**src/shared/acs_defs.svh**
```systemverilog
// Constants for the converter sequencer: register offsets, field positions,
// reset values and conversion tick counts.
// Assumes inclusion by bare name from any file that decodes these fields.
`ifndef ACS_DEFS_SVH
`define ACS_DEFS_SVH

// ----------------------------------------------------------------------------
// Register offsets
// ----------------------------------------------------------------------------
`define ACS_OFS_STATUS 3'h0
`define ACS_OFS_RESULT 3'h1
`define ACS_OFS_CLKCFG 3'h2
`define ACS_OFS_PDATA 3'h3
`define ACS_OFS_PDDR 3'h4

// ----------------------------------------------------------------------------
// Field positions and codes
// ----------------------------------------------------------------------------
`define ACS_BIT_DONE 7
`define ACS_BIT_IEN 6
`define ACS_BIT_CONT 5
`define ACS_CHAN_PD 5'h1f
`define ACS_CHAN_PINS 5'h08
`define ACS_DIV_MAX 3'h4
`define ACS_PRE_MAX 4'hf
`define ACS_PRE_ONE 4'h1

// ----------------------------------------------------------------------------
// Reset values
// ----------------------------------------------------------------------------
`define ACS_RST_CHAN 5'h1f
`define ACS_RST_DIV 3'h0
`define ACS_RST_BYTE 8'h00

// ----------------------------------------------------------------------------
// Conversion timing in converter clock ticks
// ----------------------------------------------------------------------------
`define ACS_CNT_FIRST 4'h0
`define ACS_CNT_LAST 4'hf
`define ACS_CNT_ONE 4'h1
`define ACS_CODE_MSB 8'h80
`define ACS_BIT_MSB 3'h7
`define ACS_BIT_LSB 3'h0

`endif

```
**src/shared/acs_pkg.sv**
```systemverilog
// Types shared by the converter sequencer.
// Assumes nothing beyond a SystemVerilog compiler.
package acs_pkg;

    // ------------------------------------------------------------------------
    // Sequencer states, Gray coded along idle, sample, approximate, hold
    // ------------------------------------------------------------------------
    typedef enum logic [1:0] {
        ST_IDLE = 2'b00,
        ST_SAMP = 2'b01,
        ST_SAR = 2'b11,
        ST_HOLD = 2'b10
    } acs_state_t;

    // ------------------------------------------------------------------------
    // Register layouts
    // ------------------------------------------------------------------------
    typedef struct packed {
        logic done_sel;
        logic irq_en;
        logic cont;
        logic [4:0] chan;
    } acs_ctrl_t;

    typedef struct packed {
        logic [2:0] div;
        logic src;
        logic [3:0] rsv;
    } acs_clkcfg_t;

endpackage : acs_pkg

```
**src/verilog/acs_top.sv**
```systemverilog
// Sequencer and port takeover around an 8-bit successive approximation core.
// Assumes a comparator input and an external clock tick synchronous to MCLK,
// and port pins that arrive asynchronously.
//
// Behaviour
// - The selected channel pin is forced to be the converter input.
// - Every other pin stays under ordinary port control.
// - Port writes ignore the taken pin; its port read returns zero.
// - High reference codes ff, low reference codes 00, linear in between.
// - Every status/control write starts a new conversion, except one that writes the power-down channel code.
// - A conversion takes exactly 16 converter clock ticks.
// - Continuous mode repeats until cleared; otherwise one conversion per start.
// - Continuous mode overwrites the result after every conversion.
// - Continuous mode sets the done flag after the first conversion only.
// - Interrupts off: shared bit is a read-only done flag, cleared by access.
// - Interrupts on: shared bit selects DMA (1) or CPU (0) service.
// - Interrupts on: a request rises per conversion, cleared by access.
// - Reset clears interrupt enable, continuous mode and the shared bit.
// - A 5-bit channel field; codes zero to seven pick pins 0 to 7.
// - Unused channel codes may give an undefined result.
// - All channel bits set powers the converter down.
// - Conversions continue in wait mode; a CPU request can wake the CPU.
// - Stop mode aborts conversion; conversion resumes after stop exits.
// - One 8-bit result register updated at each conversion end.
// - Converter clock is the selected input divided by 1, 2, 4, 8 or 16.
//
// Chosen here: the placing of the registers and the strobed register port.
`timescale 1ns/1ps
`default_nettype none
`include "acs_defs.svh"

module acs_top (
    input wire logic MCLK,
    input wire logic RST_N,
    input wire logic [2:0] ADDR,
    input wire logic [7:0] WDATA,
    input wire logic WR,
    input wire logic RD,
    output logic [7:0] RDATA,
    input wire logic XCLK_TICK,
    input wire logic COMP,
    input wire logic STOP_MODE,
    input wire logic [7:0] PIN_IN,
    output logic [7:0] PORT_OUT,
    output logic [7:0] PORT_OE,
    output logic [7:0] ANALOG_SEL,
    output logic [7:0] SAR_CODE,
    output logic SAMPLE,
    output logic POWER_DOWN,
    output logic CPU_IRQ,
    output logic DMA_IRQ
);
    import acs_pkg::*;

    // ------------------------------------------------------------------------
    // Decoding
    // ------------------------------------------------------------------------
    function automatic logic [7:0] onehot8(input logic [2:0] idx);
        onehot8 = 8'h01 << idx;
    endfunction : onehot8

    // Pins taken by the converter; unused and power-down codes take none.
    function automatic logic [7:0] taken_mask(input logic [4:0] chan);
        taken_mask = (chan < `ACS_CHAN_PINS) ? onehot8(chan[2:0]) : 8'h00;
    endfunction : taken_mask

    // ------------------------------------------------------------------------
    // State
    // ------------------------------------------------------------------------
    acs_state_t state, next_state;
    acs_ctrl_t ctrl, next_ctrl;
    acs_clkcfg_t clkcfg, next_clkcfg;
    logic [7:0] result, next_result;
    logic [7:0] pdata, next_pdata;
    logic [7:0] pddr, next_pddr;
    logic [7:0] code, next_code;
    logic [2:0] sbit, next_sbit;
    logic [3:0] cnt, next_cnt;
    logic [3:0] pre, next_pre;
    logic first, next_first;
    logic irq, next_irq;
    logic aborted, next_aborted;
    logic stop_q, next_stop_q;
    logic [7:0] next_rdata;
    logic [7:0] pin_m, pin_s;

    logic wr_st, rd_res, start, tick, src_tick, conv_done;
    logic [3:0] ratio;
    logic [7:0] taken, next_taken, mask;

    // ------------------------------------------------------------------------
    // Pin synchroniser
    // ------------------------------------------------------------------------
    // The port pins change with no relation to MCLK, so they are resampled
    // twice before the read mux looks at them.
    always_ff @(posedge MCLK or negedge RST_N) begin
        if (!RST_N) begin
            pin_m <= `ACS_RST_BYTE;
            pin_s <= `ACS_RST_BYTE;
        end else begin
            pin_m <= PIN_IN;
            pin_s <= pin_m;
        end
    end

    // ------------------------------------------------------------------------
    // Converter clock
    // ------------------------------------------------------------------------
    always_comb begin
        src_tick = clkcfg.src | XCLK_TICK;
        if (clkcfg.div >= `ACS_DIV_MAX) begin
            ratio = `ACS_PRE_MAX;
        end else begin
            ratio = 4'((`ACS_PRE_ONE << clkcfg.div) - `ACS_PRE_ONE);
        end
        tick = (state != ST_IDLE) && src_tick && (pre == ratio);
        taken = taken_mask(ctrl.chan);
        mask = onehot8(sbit);
        conv_done = tick && (state == ST_HOLD) && (cnt == `ACS_CNT_LAST);
    end

    // ------------------------------------------------------------------------
    // Registers, sequencer and next values
    // ------------------------------------------------------------------------
    always_comb begin
        next_state = state;
        next_ctrl = ctrl;
        next_clkcfg = clkcfg;
        next_result = result;
        next_pdata = pdata;
        next_pddr = pddr;
        next_code = code;
        next_sbit = sbit;
        next_cnt = cnt;
        next_pre = pre;
        next_first = first;
        next_irq = irq;
        next_aborted = aborted;
        next_stop_q = STOP_MODE;
        next_rdata = `ACS_RST_BYTE;
        wr_st = WR && (ADDR == `ACS_OFS_STATUS);
        rd_res = RD && (ADDR == `ACS_OFS_RESULT);
        start = 1'b0;

        // Bus writes.
        if (wr_st) begin
            next_ctrl.chan = WDATA[4:0];
            next_ctrl.cont = WDATA[`ACS_BIT_CONT];
            next_ctrl.irq_en = WDATA[`ACS_BIT_IEN];
            // The shared bit is only writable while interrupts are enabled.
            next_ctrl.done_sel = WDATA[`ACS_BIT_IEN] & WDATA[`ACS_BIT_DONE];
            next_first = 1'b0;
            next_irq = 1'b0;
            start = (WDATA[4:0] != `ACS_CHAN_PD);
        end
        if (WR && (ADDR == `ACS_OFS_CLKCFG)) begin
            next_clkcfg.div = WDATA[7:5];
            next_clkcfg.src = WDATA[4];
        end
        if (WR && (ADDR == `ACS_OFS_PDATA)) begin
            next_pdata = (WDATA & ~taken) | (pdata & taken);
        end
        if (WR && (ADDR == `ACS_OFS_PDDR)) begin
            next_pddr = (WDATA & ~taken) | (pddr & taken);
        end

        // Result read clears the flag, or the request when interrupts are on.
        if (rd_res) begin
            if (!ctrl.irq_en) begin
                next_ctrl.done_sel = 1'b0;
            end
            next_irq = 1'b0;
        end

        // Bus reads.
        if (RD) begin
            case (ADDR)
                `ACS_OFS_STATUS: next_rdata = ctrl;
                `ACS_OFS_RESULT: next_rdata = result;
                `ACS_OFS_CLKCFG: next_rdata = {clkcfg.div, clkcfg.src, 4'h0};
                `ACS_OFS_PDATA: next_rdata = ((pddr & pdata) | (~pddr & pin_s)) & ~taken;
                `ACS_OFS_PDDR: next_rdata = pddr;
                default: next_rdata = `ACS_RST_BYTE;
            endcase
        end

        // Prescaler runs only while a conversion is under way.
        if (state != ST_IDLE && src_tick) begin
            next_pre = (pre == ratio) ? `ACS_CNT_FIRST : 4'(pre + `ACS_PRE_ONE);
        end

        // Sequencer: one sample tick, eight approximation ticks, then hold
        // until the sixteenth tick.
        case (state)
            ST_IDLE: begin
                next_state = ST_IDLE;
            end
            ST_SAMP: begin
                if (tick) begin
                    next_state = ST_SAR;
                    next_cnt = 4'(cnt + `ACS_CNT_ONE);
                    next_code = `ACS_CODE_MSB;
                    next_sbit = `ACS_BIT_MSB;
                end
            end
            ST_SAR: begin
                if (tick) begin
                    // Comparator high means input at or above the trial code,
                    // so a full-scale input keeps every bit.
                    next_code = COMP ? code : (code & ~mask);
                    next_cnt = 4'(cnt + `ACS_CNT_ONE);
                    if (sbit == `ACS_BIT_LSB) begin
                        next_state = ST_HOLD;
                    end else begin
                        next_sbit = 3'(sbit - 3'h1);
                        next_code = (COMP ? code : (code & ~mask)) | onehot8(3'(sbit - 3'h1));
                    end
                end
            end
            ST_HOLD: begin
                if (tick) begin
                    next_cnt = 4'(cnt + `ACS_CNT_ONE);
                end
            end
            default: begin
                next_state = ST_IDLE;
            end
        endcase

        // Conversion end; placed after the clears so that the set wins.
        if (conv_done) begin
            next_result = code;
            next_first = 1'b1;
            if (!ctrl.irq_en && (!ctrl.cont || !first)) begin
                next_ctrl.done_sel = 1'b1;
            end
            if (ctrl.irq_en) begin
                next_irq = 1'b1;
            end
            next_cnt = `ACS_CNT_FIRST;
            next_state = ctrl.cont ? ST_SAMP : ST_IDLE;
        end

        // Stop mode aborts; the conversion restarts once stop is left.
        if (stop_q && !STOP_MODE && (aborted || ctrl.cont) && (ctrl.chan != `ACS_CHAN_PD)) begin
            start = 1'b1;
            next_aborted = 1'b0;
        end
        if (start) begin
            next_state = ST_SAMP;
            next_cnt = `ACS_CNT_FIRST;
            next_pre = 4'h0;
        end
        if (STOP_MODE) begin
            next_aborted = aborted || start || (state != ST_IDLE);
            next_state = ST_IDLE;
            next_cnt = `ACS_CNT_FIRST;
        end
        if (wr_st && (WDATA[4:0] == `ACS_CHAN_PD)) begin
            next_state = ST_IDLE;
            next_aborted = 1'b0;
        end
        next_taken = taken_mask(next_ctrl.chan);
    end

    // Registering only. Wait mode is not an input: the sequencer simply
    // keeps running, so a CPU request can wake the processor.
    always_ff @(posedge MCLK or negedge RST_N) begin
        if (!RST_N) begin
            state <= ST_IDLE;
            ctrl <= {1'b0, 1'b0, 1'b0, `ACS_RST_CHAN};
            clkcfg <= {`ACS_RST_DIV, 1'b0, 4'h0};
            result <= `ACS_RST_BYTE;
            pdata <= `ACS_RST_BYTE;
            pddr <= `ACS_RST_BYTE;
            code <= `ACS_RST_BYTE;
            sbit <= `ACS_BIT_MSB;
            cnt <= `ACS_CNT_FIRST;
            pre <= 4'h0;
            first <= 1'b0;
            irq <= 1'b0;
            aborted <= 1'b0;
            stop_q <= 1'b0;
            RDATA <= `ACS_RST_BYTE;
            PORT_OUT <= `ACS_RST_BYTE;
            PORT_OE <= `ACS_RST_BYTE;
            ANALOG_SEL <= `ACS_RST_BYTE;
            SAR_CODE <= `ACS_RST_BYTE;
            SAMPLE <= 1'b0;
            POWER_DOWN <= 1'b1;
            CPU_IRQ <= 1'b0;
            DMA_IRQ <= 1'b0;
        end else begin
            state <= next_state;
            ctrl <= next_ctrl;
            clkcfg <= next_clkcfg;
            result <= next_result;
            pdata <= next_pdata;
            pddr <= next_pddr;
            code <= next_code;
            sbit <= next_sbit;
            cnt <= next_cnt;
            pre <= next_pre;
            first <= next_first;
            irq <= next_irq;
            aborted <= next_aborted;
            stop_q <= next_stop_q;
            RDATA <= next_rdata;
            PORT_OUT <= next_pdata & ~next_taken;
            PORT_OE <= next_pddr & ~next_taken;
            // Unused codes select no pin, so the result is undefined.
            ANALOG_SEL <= next_taken;
            SAR_CODE <= next_code;
            SAMPLE <= (next_state == ST_SAMP);
            POWER_DOWN <= (next_ctrl.chan == `ACS_CHAN_PD);
            CPU_IRQ <= next_irq & ~next_ctrl.done_sel;
            DMA_IRQ <= next_irq & next_ctrl.done_sel;
        end
    end

    // ------------------------------------------------------------------------
    // Checks
    // ------------------------------------------------------------------------
    logic [4:0] ticks_seen;
    always_ff @(posedge MCLK or negedge RST_N) begin
        if (!RST_N) begin
            ticks_seen <= 5'h00;
        end else if (next_state == ST_SAMP && (start || conv_done)) begin
            ticks_seen <= 5'h00;
        end else if (tick) begin
            ticks_seen <= 5'(ticks_seen + 5'h01);
        end
    end
endmodule : acs_top
`default_nettype wire

```
**config.mk**
```make
export PLATFORM = sky130hd
export DESIGN_NAME = acs_top
export DESIGN_NICKNAME = d
export VERILOG_FILES = /design/src/shared/acs_pkg.sv /design/src/verilog/acs_top.sv
export VERILOG_INCLUDE_DIRS = /design/src /design/src/shared
export SDC_FILE = /design/constraint.sdc
export NUM_CORES = 1
export LEC_CHECK = 0
export ABC_AREA = 1
export BUFFER_PORTS_ARGS = -buffer_cell sky130_fd_sc_hd__buf_2
export CORE_MARGIN = 1
export CORE_UTILIZATION = 40
export CTS_BUF_LIST = sky130_fd_sc_hd__clkbuf_16
export CTS_CLUSTER_DIAMETER = 50
export DETAILED_ROUTE_END_ITERATION = 8
export GPL_ROUTABILITY_DRIVEN = 0
export MAX_ROUTING_LAYER = met4
export SYNTH_ARGS = -nofsm -noshare
export SYNTH_HDL_FRONTEND = slang
export SYNTH_SLANG_ARGS = --single-unit
```
**constraint.sdc**
```tcl
create_clock -name MCLK -period 3.3 [get_ports MCLK]
set_clock_uncertainty 0.05 [all_clocks]
set_input_delay 0.33 -clock MCLK [delete_from_list [all_inputs] [get_ports MCLK]]
set_output_delay 0.33 -clock MCLK [all_outputs]
set_load 0.01 [all_outputs]
```
Word level (Yosys, flattened, before mapping). Index checks and enable logic that the tools add are counted. W data, S select, Z words.

Flip-flop bits (word level): 113. Bits of input ports: 26. Output and inout bits: 44.

Add/sub/neg operators: 4. Order comparisons: 3. Equal/unequal tests: 17. Shift operators: 5. Muxes and demuxes: 49. Bitwise logic cells: 22. Reduce and logical (&&, ||, !) cells: 36.

Operators with widths (count): $mux W8 (10); $and A8 B8 Y8 (9); $pmux W8 S5 (1); $mux W4 (9); $not A8 Y8 (4); $or A8 B8 Y8 (4); $shl A1 B3 Y8 const A (4); $mux W1 (16); $pmux W8 S2 (1); $logic_and A1 B1 Y1 (14); $mux W2 (7); $eq A5 B5 Y1 const B (2); $lt A5 B4 Y1 const B (2); $ne A5 B5 Y1 const B (2); $mux W3 (3); $add A4 B1 Y4 const B (2); $reduce_bool A2 Y1 (4); $reduce_bool A4 Y1 (2); $eq A3 B2 Y1 const B (2); $logic_not A3 Y1 (2); $ne A2 B2 Y1 const B (3); $pmux W2 S3 (1); $pmux W3 S2 (1); $eq A2 B1 Y1 const B (2); 20 further kinds (29).

Longest topological paths before layout.
Depth in word-level cells: 12. Gate-level depth with buffers: 12. Gate-level depth less buffers: 11.

Worst setup path after synthesis. OpenSTA, ideal clock, no wires.

Path type: register -> register. Start point: register clkcfg[7] in the netlist's numbering. End point: register result[7]. Setup time: 0.117 ns. Arrival time: 1.482 ns. Slack: 1.651 ns. Stages on the path, launching flop included: 10. Path buffers: 1. Clock period less this slack: 1.649 ns. Cell sequence: dfrtp_1 -> nor2_2 -> nand2_1 -> nand2_2 -> nand3_4 -> nor3_4 -> nand2_4 -> buf_6 -> nand2_1 -> o21ai_2.

Longest elaborated chain between the ends: 7.

Ends and longest elaborated chain: start, declared (line acs_top.sv:72) `acs_clkcfg_t clkcfg, next_clkcfg;`; start signal, assigned (line acs_top.sv:272) `` clkcfg <= {`ACS_RST_DIV, 1'b0, 4'h0}; ``; start signal, assigned (line acs_top.sv:296) `clkcfg <= next_clkcfg;`; $shl A1 B3 Y4 (no line); $sub A4 B1 Y4 (no line); $mux W4 (*) (line acs_top.sv:111) `` if (clkcfg.div >= `ACS_DIV_MAX) begin ``; $eq A4 B4 Y1 (*) (line acs_top.sv:116) `tick = (state != ST_IDLE) && src_tick && (pre == ratio);`; $logic_and A1 B1 Y1 (*) (line acs_top.sv:116); $logic_and A1 B1 Y1 (*) (2 in a row) (line acs_top.sv:119) `` conv_done = tick && (state == ST_HOLD) && (cnt == `ACS_CNT_LAST); ``; end signal, assigned (line acs_top.sv:273) `` result <= `ACS_RST_BYTE; ``; end signal, assigned (line acs_top.sv:297) `result <= next_result;`; end, declared (line acs_top.sv:73) `logic [7:0] result, next_result;`.

Every way passes the cells marked *; elsewhere a longest branch is shown, timed or not. A chain may end at the register's enable or synchronous reset.

==> results.yml <==
worst_setup_path:
  r2r_setup_slack_ns: 1.26
  startpoint_type: "flop"
  crit_family: "simple AND/OR/NAND/NOR gates"
  required_ns: 3.53
  cp-startpoint: "clkcfg[7]$_DFFE_PN0P_"
  critPathKind: "flop to flop"
  slowest_stage: "dfrtp_1"
  crit_fanout: 19
  cp-end-kind: "flop"
  cpPeakStageDelay_ns: 0.47
  crit_arrival_ns: 2.27
  crit-reg2reg-launch: "clkcfg[7]$_DFFE_PN0P_"
  path_cells: "nor2_2 > nand2_1 > nand2_2 > nand3_4 > nor3_4 > nand2_4 > o21ai_2 > nor2_1"
  r2r-end: "CPU_IRQ$_DFF_PN0_"
  path_buf_inv: 0
  reg2regPathDepth: 8
final_layout:
  utilization_pct: 51.4
  drive_above_1_share_pct: 21.0
  design_area_mm2: 0.00622
  layout.nets: 687
  fill_cells: 1138
  stdcell_count: 834
  area_growth_pct: 24.1
  num_antenna_cells: 0
clock_tree:
  cts.sinks: 113
  clkTransAtPathRegs_ns: 0.06
  cts_root_buf: "clkbuf_16"
  post_cts_buffers: 0
  clock_path_buffers: 2
  tritoncts: "yes"
  cts_buffers: 17
  htree_levels: 4
  insertion_delay_ns: 0.41
sta:
  whs_ns: 0.0642
  rsz0062_at_grt: "false"
  period_share_pct: 61.7
  setup_ws_ns: 1.26
  drv_slew: 0
  finalHoldViolations: 0
  slew-limit-headroom_pct: 50.6
  setup_violations: 0
  final.setup.tns_ns: 0
  fmax_mhz: 491
  period_minus_slack_ns: 2.04
  worst_slew_pin_slew_ns: 0.738
routing:
  finalWirelength_mm: 11.8
  num_vias: 4006
  drc: 0
  routedWlPerCell_um: 14.1
  drtIter0Drc: 304
  first_pass_iters: 5
  ant_nets: 0
  via_per_inst: 4.80
floorplanning:
  coreArea_mm2: 0.0121
  rows: 40
  die_w_um: 114
  die_y_um: 114
  start_util_pct: 41.4
  die_area_mm2: 0.0130
  io_pins: 70
logic_synthesis:
  ys.flop_type: "dfrtp_1"
  synth_nets: 593
  post_synth.cell_area_avg_um2: 8.97
  synth_top_area_cell: "dfrtp_1"
  synth_area_mm2: 0.00502
  synth_edf_count: 0
  yosys_register_bits: 113
  yosysWarnings: 0
  syn_inst: 559
  ys_types: 40
  synth_top_cell_area_share_pct: 51.9
  async_reset_ff_share_pct: 100
  yosysSeqAreaShare_pct: 56.6
  netlist_top_cells_area: "dfrtp_1 (52%), nand2_1 (8.6%), inv_1 (6.4%), nor2_1 (5.3%), dfstp_2 (4.7%)"
place:
  portBuffers: 69
  pre_cts_ws_ns: 1.06
  placement.cell_area_mm2: 0.00556
  dpl.hpwl_mm: 8.43
  dp.cells: 793
hold_path:
  hold_depth: 1
  min_to: "stop_q$_DFF_PN0_"
  min_from: "STOP_MODE"
  hp-class: "primary input to flop"
power:
  power-per-cell-area_mw_per_mm2: 656
  pwr-share-clk_pct: 42.7
  power.share.combinational_pct: 16.1
  fin_total_pwr_mw: 4.08
  power.net_switching_mw: 1.18
  p_int_mw: 2.90
  seqPwrFrac_pct: 41.1
  ir_drop_mv: 0.345
  p_sw_share_pct: 28.9
  power.leakage_nw: 3.09
run:
  maxCapViolations: 0
global_route:
  grt_usage_pct: 20.4
  gr-total-overflow: 0
  antenna_found_initial: 0
  grt_max_degree: 113
  grt_pass1_wl_mm: 19.6
  grt_pass1_vias: 4074
outcome:
  outcome: "complete, no violations"
==> state kept, by name, indices dropped and copies added (netlist names), 2 cells and up <==
| register | count |
|---|---|
| ctrl | 8 |
| clkcfg | 4 |
| sbit | 3 |
| RDATA | 8 |
| pre | 4 |
| result | 8 |
| pddr | 8 |
| cnt | 4 |
| pin_m | 8 |
| PORT_OUT | 8 |
| pin_s | 8 |
| code | 8 |
| ANALOG_SEL | 8 |
| pdata | 8 |
| PORT_OE | 8 |
| state | 2 |
==> power groups by stage <==
stage	clock network, mW	registers (mW)	logic (mW)
floorplan	0	1.71	0.389
global placement	0	1.70	0.638
detailed placement	0	1.70	0.651
CTS	1.78	1.68	0.663
global route	1.86	1.70	0.750
finish	1.75	1.68	0.659
==> metal layers <==
metal / GRT usage, % / up-vias / part of all wire (%) / wire, µm
met1: 27.2 / 1910 / 49 / 5730
met4: 7.79 / 0 / 1.3 / 159
met2: 30.3 / 99 / 46 / 5390
li1: - / 1986 / - / -
met5: - / - / 0 / 0
met3: 4.62 / 11 / 4.3 / 507
==> Yosys cell counts, types with 3 or more instances <==
library cell	instances
o21ai_0	42
xor2_1	3
a21oi_1	8
dfrtp_1	104
o22ai_1	10
nand3_1	23
ha_1	8
a211oi_1	5
nor2_4	3
dfstp_2	9
nand2_1	115
nand2_2	7
nor3_1	12
o21ai_2	9
nand4_1	6
a31oi_1	7
inv_1	85
nor2_1	71
o21ai_1	3
==> kinds of logic (layout without fill, tap and decap cells) <==
family,after synthesis,count (layout),share of synthesized area [%]
AO/OA/AOI/OAI,93,93,11.4
XOR/XNOR,4,4,0.699
adder cells (fa/ha/maj),8,8,2.00
buffers and inverters,93,200,7.26
flip-flops,113,113,56.6
multiplexers,1,1,0.224
AND/OR/NAND/NOR,247,247,21.8
==> final cells by class <==
type	count	area, µm²	area share, %
Timing Repair Buffer	79	458	7.36
Multi-Input combinational cell	353	1810	29.1
Inverter	89	334	5.37
Tap cell	168	210	3.38
Clock buffer	17	425	6.83
Clock inverter	15	145	2.33
Sequential cell	113	2840	45.6
==> layout by cell type (no fill, tap or decap), types with 2 or more instances in the layout <==
cell type	Yosys	routed
nor2_4	3	3
clkinvlp_4	0	5
nor3_1	12	12
nand3_2	2	2
dfrtp_1	104	104
nor2_1	71	71
inv_6	0	2
nor2_2	2	2
ha_1	8	8
bufinv_16	0	2
a221oi_1	2	2
dlygate4sd3_1	0	9
clkinv_1	2	3
nand2_2	7	7
a21oi_1	8	8
dfstp_2	9	9
inv_1	85	87
o21ai_1	3	3
o21ai_0	42	42
nor3_4	2	2
buf_2	0	68
a32oi_1	2	2
clkinv_2	0	2
o22ai_1	10	10
nand2_1	115	115
nand4_1	6	6
a211oi_1	5	5
clkbuf_16	0	17
a31oi_1	7	7
nand3_1	23	23
inv_2	2	2
o21ai_2	9	9
xor2_1	3	3
==> worst reg2reg max path: cells and delay by family, from the launching register on <==
| family | cells | cell delay, ns |
|---|---|---|
| and+or+nand+nor | 7 | 1.16 |
| DFF | 1 | 0.47 |
| AOI/OAI and AO/OA | 1 | 0.23 |
==> how the worst max path moves through the flow <==
stage	endpoint	slack [ns]	depth (start not counted)
global placement	PORT_OE[7]$_DFF_PN0_	1.09	11
global route	DMA_IRQ$_DFF_PN0_	1.09	9
finish	CPU_IRQ$_DFF_PN0_	1.26	8
CTS	CPU_IRQ$_DFF_PN0_	1.27	8
floorplan	result[7]$_DFFE_PN0P_	1.65	9
detailed placement	PORT_OE[7]$_DFF_PN0_	1.06	11
==> what timing repair did <==
item	in CTS	in global routing
endpoints found under the hold margin	19	0
resized for setup	0	0
hold buffers	9	0
(Power assumes the default switching activity.)
